===== src/core/cfc_map.svh =====
// Register offsets, field positions, reset values and timing counts
`ifndef CFC_MAP_SVH
`define CFC_MAP_SVH

// ----------------------------------------
// Register byte offsets
// ----------------------------------------
`define CFC_OFF_CTRL      8'h00
`define CFC_OFF_OPND_A    8'h04
`define CFC_OFF_OPND_B    8'h08
`define CFC_OFF_CMD       8'h0C
`define CFC_OFF_RESULT    8'h10
`define CFC_OFF_STATUS    8'h14
`define CFC_OFF_STK_PTR   8'h18
`define CFC_OFF_STK_TOP   8'h1C
`define CFC_OFF_PORT_DIR  8'h20
`define CFC_OFF_PINS      8'h24

// ----------------------------------------
// Control fields
// ----------------------------------------
`define CFC_CTRL_SPD_LSB  0
`define CFC_CTRL_ASYNC    4
`define CFC_CTRL_TXD      8

// ----------------------------------------
// Status word bits and reset value
// ----------------------------------------
`define CFC_PSW_C         0
`define CFC_PSW_Z         1
`define CFC_PSW_I         2
`define CFC_PSW_D         3
`define CFC_PSW_T         5
`define CFC_PSW_V         6
`define CFC_PSW_N         7
`define CFC_PSW_RST       8'h04

// ----------------------------------------
// Commands
// ----------------------------------------
`define CFC_CMD_ADC       4'h1
`define CFC_CMD_SBC       4'h2
`define CFC_CMD_MUL       4'h3
`define CFC_CMD_DIV       4'h4
`define CFC_CMD_PUSH      4'h5
`define CFC_CMD_PULL      4'h6
`define CFC_CMD_SETD      4'h7
`define CFC_CMD_CLRD      4'h8

// ----------------------------------------
// Speed modes and divide counts
// ----------------------------------------
`define CFC_SPD_HIGH      2'h0
`define CFC_SPD_MID       2'h1
`define CFC_SPD_LOW       2'h2
`define CFC_DIV_HIGH      4'h2
`define CFC_DIV_MID       4'h8
`define CFC_DIV_LOW       4'h2

// ----------------------------------------
// Bus responses
// ----------------------------------------
`define CFC_RESP_OKAY     2'h0
`define CFC_RESP_SLVERR   2'h2

`endif


===== src/core/cfc_pkg.sv =====
// Types shared by the core flag and clock block
package cfc_pkg;

    typedef enum logic [1:0] {EX_IDLE, EX_WAIT} cfc_exec_state_type;

    typedef struct packed {
        logic rxd;
        logic sclk;
        logic flash_mode_select_pin;
    } cfc_ser_in_type;

    typedef struct packed {
        logic txd;
        logic busy;
    } cfc_ser_out_type;

    typedef struct packed {
        logic [7:0] hi;
        logic [7:0] lo;
        logic [7:0] psw;
    } cfc_alu_out_type;

endpackage


===== src/core/cfc_clk_div.sv =====
// Internal cpu clock enable from main clock or sub oscillator
`timescale 1ns/1ps
`include "cfc_map.svh"

module cfc_clk_div (
    // Clock and reset
    input  wire logic       clk,
    input  wire logic       resetn,
    // Speed selection
    input  wire logic [1:0] speed,
    input  wire logic       sub_osc_input,
    // Internal clock enable
    output logic            phi_en
);

    logic [2:0] sub_sync_q;
    logic       sub_lvl_q;
    logic [3:0] cnt_q;
    logic       phi_q;

    // ----------------------------------------
    // Sub oscillator sampling
    // ----------------------------------------
    always_ff @(posedge clk or negedge resetn) begin
        if (!resetn) begin
            sub_sync_q <= 3'h0;
            sub_lvl_q  <= 1'b0;
        end else begin
            sub_sync_q <= {sub_sync_q[1:0], sub_osc_input};
            if (sub_sync_q[1] == sub_sync_q[2]) begin
                sub_lvl_q <= sub_sync_q[2];
            end
        end
    end

    wire sub_rise = (sub_sync_q[1] == sub_sync_q[2]) && sub_sync_q[2] && !sub_lvl_q;

    // ----------------------------------------
    // Divider
    // ----------------------------------------
    wire       tick  = (speed == `CFC_SPD_LOW) ? sub_rise : 1'b1;
    wire [3:0] limit = (speed == `CFC_SPD_MID) ? `CFC_DIV_MID :
                       (speed == `CFC_SPD_LOW) ? `CFC_DIV_LOW : `CFC_DIV_HIGH;
    wire       wrap  = tick && (cnt_q >= limit - 4'h1);

    always_ff @(posedge clk or negedge resetn) begin
        if (!resetn) begin
            cnt_q <= 4'h0;
            phi_q <= 1'b0;
        end else begin
            phi_q <= wrap;
            if (wrap) begin
                cnt_q <= 4'h0;
            end else if (tick) begin
                cnt_q <= cnt_q + 4'h1;
            end
        end
    end

    assign phi_en = phi_q;

endmodule


===== src/core/cfc_core.sv =====
// Status word, decimal and multiply/divide datapath with AXI4-Lite registers
`timescale 1ns/1ps
`include "cfc_map.svh"

// Contract
// - After reset the status word has its interrupt disable flag at one.
// - A status push stores the word so it reads at stack pointer plus one, and a pull restores it.
// - With the decimal flag set only add-with-carry and subtract-with-borrow are decimal-adjusted.
// - Negative, overflow and zero flags after decimal add or subtract are not to be trusted.
// - In decimal arithmetic carry is one on a carry and zero on a borrow.
// - Multiply and divide ignore the index and decimal flags and leave the status word alone.
// - Multiply and divide change no status bit whatever the operands.
// - Port direction registers are write-only and read back nothing meaningful.
// - The cpu clock is two main periods high speed, eight middle speed, two sub periods low speed.
// - In serial programming the device drives busy and transmit and samples receive.
// - Serial mode two uses asynchronous framing, mode one a synchronous external clock.
module cfc_core #(
    parameter int STK_AW = 4
) (
    // Clock and reset
    input  wire logic                   clk,
    input  wire logic                   resetn,
    // AXI4-Lite write address and data
    input  wire logic [7:0]             s_axi_awaddr,
    input  wire logic                   s_axi_awvalid,
    output logic                        s_axi_awready,
    input  wire logic [31:0]            s_axi_wdata,
    input  wire logic [3:0]             s_axi_wstrb,
    input  wire logic                   s_axi_wvalid,
    output logic                        s_axi_wready,
    // AXI4-Lite write response
    output logic [1:0]                  s_axi_bresp,
    output logic                        s_axi_bvalid,
    input  wire logic                   s_axi_bready,
    // AXI4-Lite read
    input  wire logic [7:0]             s_axi_araddr,
    input  wire logic                   s_axi_arvalid,
    output logic                        s_axi_arready,
    output logic [31:0]                 s_axi_rdata,
    output logic [1:0]                  s_axi_rresp,
    output logic                        s_axi_rvalid,
    input  wire logic                   s_axi_rready,
    // Oscillator and serial programming pins
    input  wire logic                   sub_osc_input,
    input  wire cfc_pkg::cfc_ser_in_type ser_i,
    output cfc_pkg::cfc_ser_out_type    ser_o,
    // Port direction outputs
    output logic [31:0]                 port_dir
);

    localparam int STK_DEPTH = 1 << STK_AW;

    // ----------------------------------------
    // State
    // ----------------------------------------
    logic [7:0]                 waddr_q;
    logic [31:0]                wdata_q;
    logic [3:0]                 wstrb_q;
    logic                       aw_hold_q;
    logic                       w_hold_q;
    logic                       bvalid_q;
    logic [1:0]                 bresp_q;
    logic                       rvalid_q;
    logic [1:0]                 rresp_q;
    logic [31:0]                rdata_q;
    logic [1:0]                 spd_q;
    logic                       async_q;
    logic                       txd_q;
    logic [7:0]                 opa_q;
    logic [7:0]                 opb_q;
    logic [3:0]                 cmd_q;
    logic [15:0]                result_q;
    logic [7:0]                 psw_q;
    logic [STK_AW-1:0]          sp_q;
    logic [7:0]                 stk_q [STK_DEPTH];
    logic [31:0]                port_dir_q;
    logic [2:0]                 s1_q;
    logic [2:0]                 s2_q;
    logic [2:0]                 s3_q;
    logic [2:0]                 lvl_q;
    cfc_pkg::cfc_ser_out_type   ser_q;
    cfc_pkg::cfc_exec_state_type state_q;
    logic                       phi_en;

    // ----------------------------------------
    // Helpers
    // ----------------------------------------
    function automatic logic [31:0] strb_merge(input logic [31:0] old_v,
                                               input logic [31:0] new_v,
                                               input logic [3:0]  strb);
        logic [31:0] r;
        begin
            r = old_v;
            for (int i = 0; i < 4; i++) begin
                if (strb[i]) begin
                    r[i*8 +: 8] = new_v[i*8 +: 8];
                end
            end
            return r;
        end
    endfunction

    function automatic logic is_mapped(input logic [7:0] a);
        return ({a[7:2], 2'b00} <= `CFC_OFF_PINS);
    endfunction

    // Decimal nibble step: {carry, digit}
    function automatic logic [4:0] bcd_nib(input logic [3:0] a, input logic [3:0] b,
                                           input logic ci, input logic sub);
        logic [4:0] s;
        begin
            if (!sub) begin
                s = {1'b0, a} + {1'b0, b} + {4'h0, ci};
                if (s > 5'h09) begin
                    s = {1'b1, 4'(s[3:0] + 4'h6)};
                end
            end else begin
                s = {1'b0, a} - {1'b0, b} - {4'h0, ~ci};
                if (s[4]) begin
                    s = {1'b0, 4'(s[3:0] - 4'h6)};
                end else begin
                    s = {1'b1, s[3:0]};
                end
            end
            return s;
        end
    endfunction

    // ----------------------------------------
    // Internal clock enable
    // ----------------------------------------
    cfc_clk_div u_clk_div (
        .clk           (clk),
        .resetn        (resetn),
        .speed         (spd_q),
        .sub_osc_input (sub_osc_input),
        .phi_en        (phi_en)
    );

    // ----------------------------------------
    // Pin sampling
    // ----------------------------------------
    wire [2:0] pin_raw = {ser_i.rxd, ser_i.sclk, ser_i.flash_mode_select_pin};

    genvar g;
    generate
        for (g = 0; g < 3; g++) begin : g_sync
            always_ff @(posedge clk or negedge resetn) begin
                if (!resetn) begin
                    s1_q[g]  <= 1'b0;
                    s2_q[g]  <= 1'b0;
                    s3_q[g]  <= 1'b0;
                    lvl_q[g] <= 1'b0;
                end else begin
                    s1_q[g] <= pin_raw[g];
                    s2_q[g] <= s1_q[g];
                    s3_q[g] <= s2_q[g];
                    if (s2_q[g] == s3_q[g]) begin
                        lvl_q[g] <= s3_q[g];
                    end
                end
            end
        end
    endgenerate

    wire rxd_lvl   = lvl_q[2];
    wire sclk_lvl  = lvl_q[1];
    wire fmode_lvl = lvl_q[0];
    wire ser_async = fmode_lvl && async_q && !sclk_lvl;
    wire ser_sync  = fmode_lvl && !async_q;
    wire ser_mode  = ser_async || ser_sync;
    wire busy      = (state_q == cfc_pkg::EX_WAIT);

    // ----------------------------------------
    // Datapath
    // ----------------------------------------
    wire        cin      = psw_q[`CFC_PSW_C];
    wire        dec      = psw_q[`CFC_PSW_D];
    wire        is_sub   = (cmd_q == `CFC_CMD_SBC);
    wire [8:0]  bin_add  = {1'b0, opa_q} + {1'b0, opb_q} + {8'h00, cin};
    wire [8:0]  bin_sub  = {1'b0, opa_q} + {1'b0, ~opb_q} + {8'h00, cin};
    wire [8:0]  bin_res  = is_sub ? bin_sub : bin_add;
    wire [4:0]  dec_lo   = bcd_nib(opa_q[3:0], opb_q[3:0], cin, is_sub);
    wire [4:0]  dec_hi   = bcd_nib(opa_q[7:4], opb_q[7:4], dec_lo[4], is_sub);
    wire [7:0]  arith    = dec ? {dec_hi[3:0], dec_lo[3:0]} : bin_res[7:0];
    wire        arith_c  = dec ? dec_hi[4] : bin_res[8];
    wire        ovf      = is_sub ? ((opa_q[7] != opb_q[7]) && (bin_res[7] != opa_q[7]))
                                  : ((opa_q[7] == opb_q[7]) && (bin_res[7] != opa_q[7]));
    wire [15:0] product  = {8'h00, opa_q} * {8'h00, opb_q};
    wire [7:0]  quot     = (opb_q == 8'h00) ? 8'hFF : opa_q / opb_q;
    wire [7:0]  remd     = (opb_q == 8'h00) ? opa_q : opa_q % opb_q;
    wire [STK_AW-1:0] sp_up = sp_q + STK_AW'(1);

    // Flags N, V, Z follow the binary sum even in decimal mode
    wire [7:0] arith_psw = {bin_res[7], ovf, psw_q[5:2], (bin_res[7:0] == 8'h00),
                            arith_c};

    cfc_pkg::cfc_alu_out_type alu;
    assign alu.hi  = (cmd_q == `CFC_CMD_MUL) ? product[15:8] :
                     (cmd_q == `CFC_CMD_DIV) ? remd : 8'h00;
    assign alu.lo  = (cmd_q == `CFC_CMD_MUL) ? product[7:0] :
                     (cmd_q == `CFC_CMD_DIV) ? quot : arith;
    assign alu.psw = (cmd_q == `CFC_CMD_ADC || cmd_q == `CFC_CMD_SBC) ? arith_psw :
                     (cmd_q == `CFC_CMD_PULL) ? stk_q[sp_up] :
                     (cmd_q == `CFC_CMD_SETD) ? (psw_q | 8'h08) :
                     (cmd_q == `CFC_CMD_CLRD) ? (psw_q & 8'hF7) : psw_q;

    wire exec      = busy && phi_en;
    wire exec_res  = exec && (cmd_q == `CFC_CMD_ADC || cmd_q == `CFC_CMD_SBC ||
                              cmd_q == `CFC_CMD_MUL || cmd_q == `CFC_CMD_DIV);

    // ----------------------------------------
    // Register read mux
    // ----------------------------------------
    function automatic logic [31:0] reg_read(input logic [7:0] a);
        logic [7:0] w;
        begin
            w = {a[7:2], 2'b00};
            case (w)
                `CFC_OFF_CTRL:     reg_read = {23'h0, txd_q, 3'h0, async_q, 2'h0, spd_q};
                `CFC_OFF_OPND_A:   reg_read = {24'h0, opa_q};
                `CFC_OFF_OPND_B:   reg_read = {24'h0, opb_q};
                `CFC_OFF_CMD:      reg_read = {31'h0, busy};
                `CFC_OFF_RESULT:   reg_read = {16'h0, result_q};
                `CFC_OFF_STATUS:   reg_read = {24'h0, psw_q};
                `CFC_OFF_STK_PTR:  reg_read = {{(32-STK_AW){1'b0}}, sp_q};
                `CFC_OFF_STK_TOP:  reg_read = {24'h0, stk_q[sp_up]};
                `CFC_OFF_PINS:     reg_read = {27'h0, ser_q.busy, ser_mode, fmode_lvl,
                                               sclk_lvl, rxd_lvl};
                default:           reg_read = 32'h0;
            endcase
        end
    endfunction

    // ----------------------------------------
    // AXI4-Lite slave
    // ----------------------------------------
    wire        aw_fire  = s_axi_awvalid && !aw_hold_q;
    wire        w_fire   = s_axi_wvalid && !w_hold_q;
    wire        wr_fire  = aw_hold_q && w_hold_q && !bvalid_q;
    wire        ar_fire  = s_axi_arvalid && !rvalid_q;
    wire [7:0]  wa       = {waddr_q[7:2], 2'b00};
    wire [31:0] wbase    = (wa == `CFC_OFF_PORT_DIR) ? port_dir_q : reg_read(waddr_q);
    wire [31:0] wval     = strb_merge(wbase, wdata_q, wstrb_q);
    wire        wr_ctrl  = wr_fire && (wa == `CFC_OFF_CTRL);
    wire        wr_opa   = wr_fire && (wa == `CFC_OFF_OPND_A);
    wire        wr_opb   = wr_fire && (wa == `CFC_OFF_OPND_B);
    wire        wr_cmd   = wr_fire && (wa == `CFC_OFF_CMD) && !busy;
    wire        wr_psw   = wr_fire && (wa == `CFC_OFF_STATUS);
    wire        wr_sp    = wr_fire && (wa == `CFC_OFF_STK_PTR);
    wire        wr_pdir  = wr_fire && (wa == `CFC_OFF_PORT_DIR);

    assign s_axi_awready = !aw_hold_q;
    assign s_axi_wready  = !w_hold_q;
    assign s_axi_bvalid  = bvalid_q;
    assign s_axi_bresp   = bresp_q;
    assign s_axi_arready = !rvalid_q;
    assign s_axi_rvalid  = rvalid_q;
    assign s_axi_rdata   = rdata_q;
    assign s_axi_rresp   = rresp_q;

    always_ff @(posedge clk or negedge resetn) begin
        if (!resetn) begin
            waddr_q   <= 8'h00;
            wdata_q   <= 32'h0;
            wstrb_q   <= 4'h0;
            aw_hold_q <= 1'b0;
            w_hold_q  <= 1'b0;
            bvalid_q  <= 1'b0;
            bresp_q   <= `CFC_RESP_OKAY;
        end else begin
            if (aw_fire) begin
                waddr_q   <= s_axi_awaddr;
                aw_hold_q <= 1'b1;
            end
            if (w_fire) begin
                wdata_q  <= s_axi_wdata;
                wstrb_q  <= s_axi_wstrb;
                w_hold_q <= 1'b1;
            end
            if (wr_fire) begin
                aw_hold_q <= 1'b0;
                w_hold_q  <= 1'b0;
                bvalid_q  <= 1'b1;
                bresp_q   <= is_mapped(waddr_q) ? `CFC_RESP_OKAY : `CFC_RESP_SLVERR;
            end else if (bvalid_q && s_axi_bready) begin
                bvalid_q <= 1'b0;
            end
        end
    end

    always_ff @(posedge clk or negedge resetn) begin
        if (!resetn) begin
            rvalid_q <= 1'b0;
            rdata_q  <= 32'h0;
            rresp_q  <= `CFC_RESP_OKAY;
        end else if (ar_fire) begin
            rvalid_q <= 1'b1;
            rdata_q  <= reg_read(s_axi_araddr);
            rresp_q  <= is_mapped(s_axi_araddr) ? `CFC_RESP_OKAY : `CFC_RESP_SLVERR;
        end else if (rvalid_q && s_axi_rready) begin
            rvalid_q <= 1'b0;
        end
    end

    // ----------------------------------------
    // Control and operand registers
    // ----------------------------------------
    always_ff @(posedge clk or negedge resetn) begin
        if (!resetn) begin
            spd_q      <= `CFC_SPD_HIGH;
            async_q    <= 1'b0;
            txd_q      <= 1'b1;
            opa_q      <= 8'h00;
            opb_q      <= 8'h00;
            port_dir_q <= 32'h0;
        end else begin
            if (wr_ctrl) begin
                spd_q   <= wval[`CFC_CTRL_SPD_LSB +: 2];
                async_q <= wval[`CFC_CTRL_ASYNC];
                txd_q   <= wval[`CFC_CTRL_TXD];
            end
            if (wr_opa) begin
                opa_q <= wval[7:0];
            end
            if (wr_opb) begin
                opb_q <= wval[7:0];
            end
            if (wr_pdir) begin
                port_dir_q <= wval;
            end
        end
    end

    assign port_dir = port_dir_q;

    // ----------------------------------------
    // Command sequencing on the cpu clock
    // ----------------------------------------
    always_ff @(posedge clk or negedge resetn) begin
        if (!resetn) begin
            state_q  <= cfc_pkg::EX_IDLE;
            cmd_q    <= 4'h0;
            result_q <= 16'h0;
        end else begin
            case (state_q)
                cfc_pkg::EX_IDLE: begin
                    if (wr_cmd) begin
                        cmd_q   <= wval[3:0];
                        state_q <= cfc_pkg::EX_WAIT;
                    end
                end
                cfc_pkg::EX_WAIT: begin
                    if (phi_en) begin
                        state_q <= cfc_pkg::EX_IDLE;
                    end
                end
                default: state_q <= cfc_pkg::EX_IDLE;
            endcase
            if (exec_res) begin
                result_q <= {alu.hi, alu.lo};
            end
        end
    end

    // ----------------------------------------
    // Status word and stack
    // ----------------------------------------
    always_ff @(posedge clk or negedge resetn) begin
        if (!resetn) begin
            psw_q <= `CFC_PSW_RST;
            sp_q  <= '1;
        end else begin
            if (exec) begin
                psw_q <= alu.psw;
            end else if (wr_psw) begin
                psw_q <= wval[7:0];
            end
            if (exec && cmd_q == `CFC_CMD_PUSH) begin
                sp_q <= sp_q - STK_AW'(1);
            end else if (exec && cmd_q == `CFC_CMD_PULL) begin
                sp_q <= sp_up;
            end else if (wr_sp) begin
                sp_q <= wval[STK_AW-1:0];
            end
        end
    end

    generate
        for (g = 0; g < STK_DEPTH; g++) begin : g_stk
            always_ff @(posedge clk or negedge resetn) begin
                if (!resetn) begin
                    stk_q[g] <= 8'h00;
                end else if (exec && cmd_q == `CFC_CMD_PUSH && sp_q == STK_AW'(g)) begin
                    stk_q[g] <= psw_q;
                end
            end
        end
    endgenerate

    // ----------------------------------------
    // Serial programming pins
    // ----------------------------------------
    always_ff @(posedge clk or negedge resetn) begin
        if (!resetn) begin
            ser_q <= '{txd: 1'b1, busy: 1'b0};
        end else begin
            ser_q.busy <= ser_mode && busy;
            ser_q.txd  <= ser_mode ? txd_q : 1'b1;
        end
    end

    assign ser_o = ser_q;

endmodule


===== config.mk =====
export PLATFORM = sky130hd
export DESIGN_NAME = cfc_core
export DESIGN_NICKNAME = d
export VERILOG_FILES = /design/src/core/cfc_pkg.sv /design/src/core/cfc_clk_div.sv /design/src/core/cfc_core.sv
export VERILOG_INCLUDE_DIRS = /design/src /design/src/core
export SDC_FILE = /design/constraint.sdc
export NUM_CORES = 1
export LEC_CHECK = 0
export BUFFER_PORTS_ARGS = -buffer_cell sky130_fd_sc_hd__buf_2
export CORE_MARGIN = 2
export CORE_UTILIZATION = 25
export DETAILED_ROUTE_END_ITERATION = 12
export PLACE_DENSITY_LB_ADDON = 0.1
export SYNTH_ARGS = -nofsm -noshare
export SYNTH_HDL_FRONTEND = slang
export SYNTH_HIERARCHICAL = 1
export SYNTH_SLANG_ARGS = --single-unit

===== constraint.sdc =====
create_clock -name clk -period 12.11 [get_ports clk]
set_input_delay 0.6055 -clock clk [delete_from_list [all_inputs] [get_ports clk]]
set_output_delay 0.6055 -clock clk [all_outputs]
set_load 0.005 [all_outputs]

==> out/metrics.yaml <==
logic_synthesis:
  synthArstFlopShare_pct: 100
  synthMuxAreaShare_pct: 17.3
  synthAdderAreaFrac_pct: 12.4
  synth_common_cells: "dfrtp_1 (293), nand2_1 (198), mux2_2 (193), ha_1 (117), o21ai_0 (106)"
  ys_ff_latch: 300
  syn_area_per_cell_um2: 10.6
  synth.most_common_cell: "dfrtp_1"
  syn_area_um2: 19500
  yosys.area_share.simple_pct: 10.8
  synth_top_family_by_area: "multiplexers"
  synth-compound-area-share_pct: 13.7
  synth_top_area_share_pct: 37.6
  synth_edf_count: 0
  synth_ff_type: "dfrtp_1"
  synth.area.top_cells: "dfrtp_1 (38%), mux2_2 (11%), ha_1 (7.5%)"
  ys_seq_area_share_pct: 38.6
  syn_inst: 1839
  synth_xor_area_share_pct: 2.20
  yosysUniqueCellTypes: 92
  synth_top_area_cell: "dfrtp_1"
  yosys_warnings: 6
final_layout:
  area_growth_pct: 16.5
  nets: 2182
  drive_gt1_share_pct: 24.7
  layout.cells.non_filler: 3027
  nFillCells: 8201
clock_network:
  cts.htree.levels: 2
  cts_hold_buf: 0
  clk_latency_ns: 0.59
  cts_max_path_buffers: 3
  numCtsBuffers: 39
  tritoncts: "yes"
  path_clk_slew_ns: 0.05
  cts_sinks: 300
  cts_root_buffer: "clkbuf_16"
timing:
  slew_headroom_pct: 13.0
  skew_ns: 0.0283
  worst_pin_slew_ns: 1.30
  max_freq_ghz: 0.0874
  setup_violations: 0
  finalCriticalPeriod_ns: 11.44
  drv_slew: 0
  finalHoldViolCount: 0
  period_share_pct: 94.4
floorplan:
  ios: 138
  initial_core_util_pct: 25.2
  die_h_um: 283
  die-area_um2: 80100
  die_w_um: 283
  coreArea_um2: 77300
  rows: 102
drt:
  vias_per_cell: 4.90
  routedLengthMet1_um: 30900
  via_count: 14800
  remaining_drc_errors: 0
  ant_nets: 0
  drt-initial-drc-count: 1089
  routed-wl-met2_um: 32500
  maxUsedRoutingLayer: "met5"
  wl_met3_um: 3090
  dr.pass1.iters: 6
  drt-wirelength-per-cell_um: 22.5
  drt_wl_total_um: 68000
setup_path:
  critPathMaxStageDelay_ns: 0.50
  r2r_cells: 45
  cp-end-kind: "flop"
  worst-path-buf-inv: 3
  cp.arrival_ns: 11.89
  worstPathMaxFanout: 11
  critPathRequiredTime_ns: 12.56
  slowest_stage: "or4_1"
  critPathKind: "flop to flop"
  cp_common_cell: "ha_1"
  cp-start-kind: "flop"
  cp.depth: 45
  crit_family: "compound AO/OA/AOI/OAI gates"
placement:
  hpwl_um: 49300
  dpl.cell_count: 2949
  routabilityCongestion: 0.824
  portBuffers: 115
global_route:
  antenna_found_initial: 7
  track_usage_pct: 16.9
  grt_pass1_wl_um: 103000
  grt_max_degree: 122
  grt_overflow: 0
  grt_pass1_vias: 15600
run:
  cap_violations: 0
min_path:
  hold_class: "input pin to asynchronous set/reset pin"
run_status:
  status: "complete, no violations"
-- cell usage in the layout (no fill, tap or decap), types with 21 or more instances in the layout --
master,netlist,layout
a21oi_1,66,66
a22o_1,22,22
buf_2,3,114
buf_4,23,53
clkbuf_16,0,39
dfrtp_1,293,293
fa_1,46,46
ha_1,117,116
inv_1,98,98
mux2_2,193,193
mux2i_1,30,29
nand2_1,198,197
nand3_1,28,28
nor2_1,103,102
nor3_1,37,35
o211ai_1,21,21
o21ai_0,106,103
xnor2_1,33,32
-- worst register-to-register path: cells and delay by family, from the launching register on --
family | cells | cell delay [ns]
buffers and inverters | 3 | 0.61
adder cells (fa/ha/maj) | 7 | 2.33
multiplexers | 2 | 0.56
AO/OA/AOI/OAI | 20 | 4.28
flip-flops | 1 | 0.40
AND/OR/NAND/NOR | 13 | 3.13
-- cells by family after synthesis --
kind of cell	Yosys count
and+or+nand+nor	463
AOI/OAI and AO/OA	391
DFF	300
muxes	261
buffers and inverters	208
adders and majority gates	166
xor gates and xnor gates	49
other	1
-- per-layer routing --
layer	up-vias	GRT usage, %
met5	-	0
met4	10	4.44
met3	98	2.97
met2	346	28.2
met1	7537	22.5
li1	6846	-
-- layout make-up --
type                    count  area [µm²]  share of cell area (%)
clock inverters            18         253                    1.11
diodes                      1        2.50                  0.0110
inverters                  99         372                    1.64
multi-input cells        1348       11200                    49.2
well taps                1040        1300                    5.73
clock buffers              53        1100                    4.84
flip-flops and latches    300        7520                    33.1
repair buffers            168         983                    4.33
-- what timing repair did --
| item | CTS | global route |
|---|---|---|
| pin swaps | 0 | 4 |
| buffers inserted | 0 | 6 |
| gates resized for setup | 1 | 19 |
| setup endpoints to repair | 3 | 9 |
-- flip-flops by register name, summed over array words and instances (netlist names), 2 cells and up --
name	flops
s3_q	3
psw_q	8
opa_q	8
sp_q	4
waddr_q	6
u_clk_div/sub_sync_q	3
opb_q	8
stk_q	128
spd_q	2
wstrb_q	4
port_dir	32
cmd_q	4
s2_q	3
s_axi_rdata	16
ser_o	2
s1_q	3
u_clk_div/cnt_q	4
wdata_q	32
result_q	16
-- worst paths after layout --
check	start	slack, ns	endpoint
worst max-delay path	opb_q[7]	0.67	result_q[15]
worst min-delay path	resetn	0.09	opa_q[4]
worst max register to register	opb_q[7]	0.67	result_q[15]
worst min register to register	s1_q[0]	0.35	s2_q[0]
min in group clk	sub_osc_input	0.14	u_clk_div/sub_sync_q[0]
max in group asynchronous	resetn	9.63	stk_q[45]
-- stage by stage --
stage	util, %	setup TNS (ns)	hold slack [ns]	instance area [µm²]	setup WS (ns)
5_1_grt	29.3	-0.112	0.112	22700	-0.0577
4_1_cts	29.2	0	0.108	22600	0.0486
6_report	29.3	0	0.0887	22700	0.674
3_5_place_dp	27.4	-0.0135	0.336	21200	-0.0135
2_1_floorplan	-	0	0.310	19500	1.01
3_3_place_gp	27.4	0	0.338	21200	0.0926
Power is not shown: default switching activity piles up to over one toggle a cycle in this logic, so the estimate is an artifact.
